[src/inc/iop_cfg.svh]
// Purpose: constants for the I/O port register block
// Assumes: 8-bit I/O address space, four GPIO ports
// Notes:   offsets are I/O addresses as the core issues them
`ifndef IOP_CFG_SVH
`define IOP_CFG_SVH

// address map
`define IOP_DATA_BASE   8'h00
`define IOP_DATA_LAST   8'h03
`define IOP_IRQEN_BASE  8'h04
`define IOP_IRQEN_LAST  8'h07

// structure
`define IOP_NUM_PORTS   4
`define IOP_PAR_PORT    2
`define IOP_PAR_LSB     2
`define IOP_PAR_MSB     6
`define IOP_PAR_WIDTH   5

// reset and read-back values
`define IOP_DATA_RST    8'h00
`define IOP_IRQEN_RST   8'h00
`define IOP_NODATA_RD   8'h00

`endif

[src/inc/iop_pkg.sv]
// Purpose: shared types of the I/O port register block
// Assumes: included after iop_cfg.svh where constants are needed
// Notes:   types only, constants live in the header
package iop_pkg;

  typedef logic [7:0] iop_byte_t;

  // access kind decoded from the instruction strobes
  typedef enum logic [1:0] {
    IOP_OP_NONE,
    IOP_OP_READ,
    IOP_OP_WRITE,
    IOP_OP_IDXWRITE
  } iop_op_t;

endpackage

[src/iop_port.sv]
// Purpose: data and interrupt-enable storage for one GPIO port
// Assumes: write strobes are one-cycle pulses already decoded
// Notes:   the enable register has no read path of its own
`timescale 1ns/1ps
`default_nettype none
`include "iop_cfg.svh"

module iop_port (
  // clock and reset
  input  wire logic          clk,
  input  wire logic          rstn,
  // write side
  input  wire logic          dataWe,
  input  wire logic          irqWe,
  input  wire iop_pkg::iop_byte_t wrData,
  // stored values
  output var  iop_pkg::iop_byte_t dataQ,
  output var  iop_pkg::iop_byte_t irqEnQ
);
  import iop_pkg::*;

  iop_byte_t data_d;
  iop_byte_t irqEn_d;

  // next values: hold unless the matching strobe fires
  always_comb begin
    data_d  = dataQ;
    irqEn_d = irqEnQ;
    if (dataWe) begin
      data_d = wrData;
    end
    // RQ7: store enable mask
    if (irqWe) begin
      irqEn_d = wrData;
    end
  end

  // register the port state
  always_ff @(posedge clk or negedge rstn) begin
    if (!rstn) begin
      dataQ  <= `IOP_DATA_RST;
      irqEnQ <= `IOP_IRQEN_RST;
    end else begin
      dataQ  <= data_d;
      irqEnQ <= irqEn_d;
    end
  end

endmodule
`default_nettype wire

[src/iop_regs.sv]
// Purpose: decode and access of I/O addresses 0x00 to 0x07
// Assumes: the core raises at most one instruction strobe per cycle
// Notes:   pin outputs and read data are registered, one cycle late
//
// How it works
// RQ1: a direct read copies the addressed register into the accumulator.
// RQ2: a direct write stores the accumulator at the instruction address.
// RQ3: indexed write targets instruction address plus index, then writes.
// RQ4: indexed write with address zero selects by index alone.
// RQ5: firmware writes zero into every reserved bit position.
// RQ6: firmware never writes undefined or reserved I/O addresses.
// RQ7: each port has a write-only pin interrupt enable at 0x04 to 0x07.
// RQ8: port two bits six to two also serve the assisted parallel port.
// RQ9: reading an enable address gives a fixed value, no side effect.
`timescale 1ns/1ps
`default_nettype none
`include "iop_cfg.svh"

module iop_regs (
  // clock and reset
  input  wire logic               clk,
  input  wire logic               rstn,
  // instruction strobes from the core, one-cycle pulses
  input  wire logic               ioReadInstr,
  input  wire logic               ioWriteInstr,
  input  wire logic               indexedIoWriteInstr,
  // operands from the core
  input  wire iop_pkg::iop_byte_t instrAddr,
  input  wire iop_pkg::iop_byte_t indexReg,
  input  wire iop_pkg::iop_byte_t accIn,
  // read answer to the core
  output var  iop_pkg::iop_byte_t accOut,
  output var  logic               accLoad,
  // gpio pins, port n in bits 8n+7 to 8n
  input  wire logic [31:0]        pinIn,
  output var  logic [31:0]        pinOut,
  // per-pin interrupt enables, same packing
  output var  logic [31:0]        pinIrqEnable,
  // assisted parallel port on port two
  input  wire logic               assistedParallelPortEn,
  input  wire logic [4:0]         assistedParallelPortOut,
  output var  logic [4:0]         assistedParallelPortIn
);
  import iop_pkg::*;

  // decoded access
  iop_op_t   op;
  iop_byte_t targetAddr;
  logic      isData;
  logic      isIrqEn;
  logic      wrAny;
  logic [1:0] portSel;

  // per-port write strobes and stored values
  logic [`IOP_NUM_PORTS-1:0] dataWe;
  logic [`IOP_NUM_PORTS-1:0] irqWe;
  iop_byte_t portData  [`IOP_NUM_PORTS];
  iop_byte_t portIrqEn [`IOP_NUM_PORTS];

  // registered outputs
  iop_byte_t   accOut_q;
  iop_byte_t   accOut_d;
  logic        accLoad_q;
  logic        accLoad_d;
  logic [31:0] pinOut_q;
  logic [31:0] pinOut_d;
  logic [31:0] irqEn_q;
  logic [31:0] irqEn_d;
  logic [4:0]  parIn_q;
  logic [4:0]  parIn_d;

  // classify the strobes; read has priority if several arrive
  always_comb begin
    if (ioReadInstr) begin
      op = IOP_OP_READ;
    end else if (ioWriteInstr) begin
      op = IOP_OP_WRITE;
    end else if (indexedIoWriteInstr) begin
      op = IOP_OP_IDXWRITE;
    end else begin
      op = IOP_OP_NONE;
    end
  end

  // form the target address
  always_comb begin
    case (op)
      // RQ3: address plus index
      // RQ4: zero address leaves index
      IOP_OP_IDXWRITE: begin
        targetAddr = instrAddr + indexReg; // wraps in eight bits
      end
      default: begin
        targetAddr = instrAddr;
      end
    endcase
  end

  // address window decode
  always_comb begin
    // data window starts at address zero, so only its top end is tested
    isData  = (targetAddr <= `IOP_DATA_LAST);
    isIrqEn = (targetAddr >= `IOP_IRQEN_BASE) &&
              (targetAddr <= `IOP_IRQEN_LAST);
    portSel = targetAddr[1:0];
    wrAny   = (op == IOP_OP_WRITE) || (op == IOP_OP_IDXWRITE);
  end

  // one-hot write strobes; addresses above 0x07 write nothing
  always_comb begin
    dataWe = '0;
    irqWe  = '0;
    for (int i = 0; i < `IOP_NUM_PORTS; i++) begin
      // RQ2: direct write strobe
      if (wrAny && isData && (portSel == i[1:0])) begin
        dataWe[i] = 1'b1;
      end
      // RQ7: enable write strobe
      if (wrAny && isIrqEn && (portSel == i[1:0])) begin
        irqWe[i] = 1'b1;
      end
    end
  end

  // one storage slice per port
  genvar g;
  generate
    for (g = 0; g < `IOP_NUM_PORTS; g++) begin : gPort
      iop_port uPort (
        .clk    (clk),
        .rstn   (rstn),
        .dataWe (dataWe[g]),
        .irqWe  (irqWe[g]),
        .wrData (accIn),
        .dataQ  (portData[g]),
        .irqEnQ (portIrqEn[g])
      );
    end
  endgenerate

  // read path into the accumulator
  always_comb begin
    accOut_d  = accOut_q;
    accLoad_d = 1'b0;
    if (op == IOP_OP_READ) begin
      accLoad_d = 1'b1;
      // RQ1: copy addressed register
      if (isData) begin
        accOut_d = portData[portSel];
      // RQ9: enables not readable
      end else begin
        accOut_d = `IOP_NODATA_RD;
      end
    end
  end

  // pin drive, with port two shared by the parallel port
  always_comb begin
    pinOut_d = '0;
    irqEn_d  = '0;
    for (int i = 0; i < `IOP_NUM_PORTS; i++) begin
      pinOut_d[i*8 +: 8] = portData[i];
      irqEn_d[i*8 +: 8]  = portIrqEn[i];
    end
    // RQ8: parallel port overrides
    if (assistedParallelPortEn) begin
      pinOut_d[`IOP_PAR_PORT*8+`IOP_PAR_LSB +: `IOP_PAR_WIDTH] =
        assistedParallelPortOut;
    end
    // RQ8: parallel port samples
    parIn_d = pinIn[`IOP_PAR_PORT*8+`IOP_PAR_LSB +: `IOP_PAR_WIDTH];
  end

  // register everything that leaves the block
  always_ff @(posedge clk or negedge rstn) begin
    if (!rstn) begin
      accOut_q  <= `IOP_NODATA_RD;
      accLoad_q <= 1'b0;
      pinOut_q  <= '0;
      irqEn_q   <= '0;
      parIn_q   <= '0;
    end else begin
      accOut_q  <= accOut_d;
      accLoad_q <= accLoad_d;
      pinOut_q  <= pinOut_d;
      irqEn_q   <= irqEn_d;
      parIn_q   <= parIn_d;
    end
  end

  // outputs straight from flops
  assign accOut                 = accOut_q;
  assign accLoad                = accLoad_q;
  assign pinOut                 = pinOut_q;
  assign pinIrqEnable           = irqEn_q;
  assign assistedParallelPortIn = parIn_q;

endmodule
`default_nettype wire

[config.mk]
export PLATFORM = sky130hd
export DESIGN_NAME = iop_regs
export DESIGN_NICKNAME = d
export VERILOG_FILES = /design/src/inc/iop_pkg.sv /design/src/iop_port.sv /design/src/iop_regs.sv
export VERILOG_INCLUDE_DIRS = /design/src /design/src/inc
export SDC_FILE = /design/constraint.sdc
export NUM_CORES = 1
export LEC_CHECK = 0
export CORE_ASPECT_RATIO = 0.5
export CORE_MARGIN = 4
export CORE_UTILIZATION = 62
export CTS_CLUSTER_SIZE = 25
export DETAILED_ROUTE_END_ITERATION = 8
export DONT_BUFFER_PORTS = 1
export PLACE_DENSITY = 0.9
export SLEW_MARGIN = 20
export SYNTH_ARGS = -nofsm -noshare
export SYNTH_HDL_FRONTEND = slang
export SYNTH_SLANG_ARGS = --single-unit
[constraint.sdc]
create_clock -name clk -period 1.75 [get_ports clk]
set_clock_uncertainty 0.15 [all_clocks]
set_input_delay 0.175 -clock clk [delete_from_list [all_inputs] [get_ports clk]]
set_output_delay 0.175 -clock clk [all_outputs]
set_load 0.005 [all_outputs]
==> impl_metrics.json <==
{
  "status": "finished, violations left",
  "violations": "negative hold slack, negative setup slack",
  "dr.pass1.iters": 4,
  "yosys_register_bits": 142,
  "r2r_start": "gPort[2].uPort.dataQ[2]$_DFFE_PN0P_",
  "gp_congestion": 0.912,
  "ys_warn_count": 0,
  "layout_min_cycle_time_ns": 2.33,
  "grt_max_degree": 143,
  "postLayoutSetupSlackWorst_ns": -0.584,
  "ys_seq_area_frac": 0.674,
  "drt_wl_total_um": 14600,
  "synth.area.top_cells": "dfrtp_1 (67%), mux2_2 (15%), mux4_2 (3.4%)",
  "core_mm2": 0.00814,
  "slew_headroom": 0.663,
  "netlist_top_cells_count": "dfrtp_1 (142), mux2_2 (70), inv_1 (11), nor2_1 (11), o21ai_0 (11)",
  "rows": 23,
  "dr_total_vias": 3192,
  "p_clk_frac": 0.444,
  "antenna_found_initial": 1,
  "slowest_stage": "fa_2",
  "clock-sinks": 142,
  "drtIter0Drc": 244,
  "cts_buffers": 17,
  "max_freq_ghz": 0.428,
  "clock_latency_ns": 0.41,
  "seq_power_share": 0.462,
  "power_leakage_nw": 3.30,
  "synth.largest_area_cell": "dfrtp_1",
  "grt_pass1_wl_um": 20600,
  "syn_area_per_cell_um2": 16.2,
  "pwr-share-comb": 0.094,
  "die_h_um": 73.2,
  "netlist_area_mm2": 0.00527,
  "hold_path_class": "primary input to asynchronous set/reset pin",
  "p_int_mw": 6.76,
  "htreeDepth": 4,
  "p_total_mw": 8.81,
  "drtAntennaViolNets": 0,
  "setup_viol": 66,
  "crit_fanout": 4,
  "crit_path_start": "indexReg[0]",
  "rsz0062_at_grt": "yes",
  "switchingPower_mw": 2.05,
  "layout-drive-gt1-share": 0.436,
  "arrival_ns": 2.47,
  "rr_endpoint": "pinOut[18]$_DFF_PN0_",
  "initial_core_util": 0.647,
  "finalHoldViolCount": 142,
  "drv_cap": 0,
  "cp.required_ns": 1.89,
  "dieArea_mm2": 0.0101,
  "end_kind": "register",
  "syn2layout_area_growth_pct": 31.3,
  "async_flop_share": 1.00,
  "drc_errors": 0,
  "yosys_most_used_dff": "dfrtp_1",
  "post-route-period-util": 1.33,
  "clockBufferDepth": 2,
  "synth_edf_count": 0,
  "dpl.hpwl_um": 8090,
  "cp_top_family": "compound AO/OA/AOI/OAI gates",
  "cp_num_buf_inv": 3,
  "final_nets": 482,
  "track_usage": 0.280,
  "yosysMostFrequentCell": "dfrtp_1",
  "fin_hold_ws_ns": -0.695,
  "vias_per_cell": 6.00,
  "portBuffers": 0,
  "overflow": 0,
  "critical_path.endpoint": "gPort[2].uPort.dataQ[7]$_DFFE_PN0P_",
  "clkTransAtPathRegs_ns": 0.06,
  "synth.distinct_cells": 44,
  "clockRootBuffer": "clkbuf_16",
  "critPathKind": "primary input to register",
  "ios": 145,
  "first_global_vias": 3396,
  "synth_cells": 325,
  "slowest_delay_ns": 0.35,
  "sw_frac_of_total": 0.232,
  "rr_worst_depth": 2,
  "cts-hold-fix-buffers": 24,
  "cts_tree": "built",
  "crit_chain": "ha_4 -> inv_2 -> fa_2 -> nand2b_4 -> a21oi_4 -> xor2_2 -> a2111oi_4 -> buf_6 -> nand3_4 -> nor3_4 -> buf_6 -> mux2_4",
  "drv_slew": 0,
  "cp_common_cell": "buf_6",
  "synth_fp_nets": 400,
  "wl_per_cell_um": 27.5,
  "diodes": 0,
  "synthDominantCellAreaShare": 0.674,
  "cp.depth": 12,
  "worst_pin_slew_ns": 0.504,
  "ir_worst_vdd_v": 0.00116,
  "die_w_um": 138,
  "fin_tns_setup_ns": -34.21,
  "power_density_mw_per_mm2": 1270,
  "cp-start-kind": "primary input",
  "rrSetupSlack_ns": 0.16
}
==> cell usage in the layout (no fill, tap or decap), types with 5 or more instances in the layout <==
| master | netlist | routed |
|---|---|---|
| buf_4 | 0 | 25 |
| buf_6 | 1 | 15 |
| clkbuf_16 | 0 | 17 |
| dfrtp_1 | 142 | 142 |
| dlygate4sd3_1 | 0 | 24 |
| ha_1 | 7 | 5 |
| inv_1 | 11 | 10 |
| mux2_2 | 70 | 51 |
| mux2_4 | 0 | 19 |
| mux4_2 | 8 | 8 |
| nand2_1 | 9 | 8 |
| nand3_4 | 2 | 5 |
| nor2_1 | 11 | 11 |
| o21ai_1 | 0 | 8 |
==> sequential cells by signal, summed over array words and instances (netlist names) <==
signal and count:
gPort.uPort.dataQ 32, gPort.uPort.irqEnQ 32, pinIrqEnable 32, pinOut 32, accOut 8, assistedParallelPortIn 5
accLoad 1
==> per-stage QoR <==
stage	std cells	utilization	cell area (um^2)	setup slack, ns	hold WS (ns)
global placement	469	0.709	5780	-0.847	-0.268
floorplan	325	-	5370	-0.890	-0.271
finish	532	0.850	6920	-0.584	-0.695
global route	532	0.850	6920	-0.638	-0.717
CTS	526	0.828	6750	-0.487	-0.704
detailed placement	469	0.709	5780	-0.990	-0.269
==> routing by layer <==
layer | vias to the layer above | GRT usage | part of all wire
li1 | 1321 | - | -
met2 | 152 | 0.477 | 0.50
met3 | 25 | 0.0916 | 0.081
met1 | 1692 | 0.346 | 0.39
met5 | - | 0 | 0.00089
met4 | 2 | 0.101 | 0.021
==> worst min path at each step <==
stage,startpoint,endpoint,cells past startpoint,slack (ns)
after floorplan,rstn,accLoad$_DFF_PN0_,0,-0.27
after global placement,rstn,gPort[0].uPort.irqEnQ[1]$_DFFE_PN0P_,0,-0.27
after detailed placement,rstn,pinIrqEnable[25]$_DFF_PN0_,0,-0.27
after CTS,rstn,gPort[0].uPort.irqEnQ[3]$_DFFE_PN0P_,0,-0.70
after global routing,rstn,gPort[0].uPort.irqEnQ[2]$_DFFE_PN0P_,0,-0.72
final,rstn,gPort[0].uPort.irqEnQ[3]$_DFFE_PN0P_,0,-0.69
==> cell families after synthesis <==
logic type | Yosys count | synth area share
compound gates | 28 | 0.0368
xor+xnor | 5 | 0.00831
fa+ha+maj | 8 | 0.0204
buf+inv | 16 | 0.0131
flops | 142 | 0.674
mux | 80 | 0.188
simple gates | 46 | 0.0593
==> worst register-to-register path, delay by kind of cell, from the launching register on <==
kind     cells  cell delay [ns]
buf+inv      1             0.58
flops        1             0.43
mux          1             0.31
==> layout make-up <==
| class | count | area, um^2 |
|---|---|---|
| sequential | 142 | 3550 |
| multi-input combinational | 167 | 1880 |
| fill | 330 | 1220 |
| timing repair buffer | 68 | 667 |
| clock buffer | 23 | 488 |
| clock inverter | 9 | 156 |
| tap | 112 | 140 |
| inverter | 11 | 41.3 |
==> what timing repair did <==
item | 4_1_cts | 5_1_grt
pin swaps | 3 | 12
setup endpoints to repair | 66 | 69
resized for setup | 15 | 30
buffers inserted | 1 | 6
hold endpoints to repair | 225 | 142
==> power by group through the flow <==
stage                     registers, mW  clock network [mW]  logic (mW)
after global placement             4.06                   0       0.568
after detailed placement           4.09                   0       0.610
after floorplan                    3.97                   0       0.466
final                              4.07                3.91       0.828
after CTS                          4.06                3.88       0.736
after global routing               4.11                4.09       0.881
No activity file was read; power rests on OpenSTA's default activity.
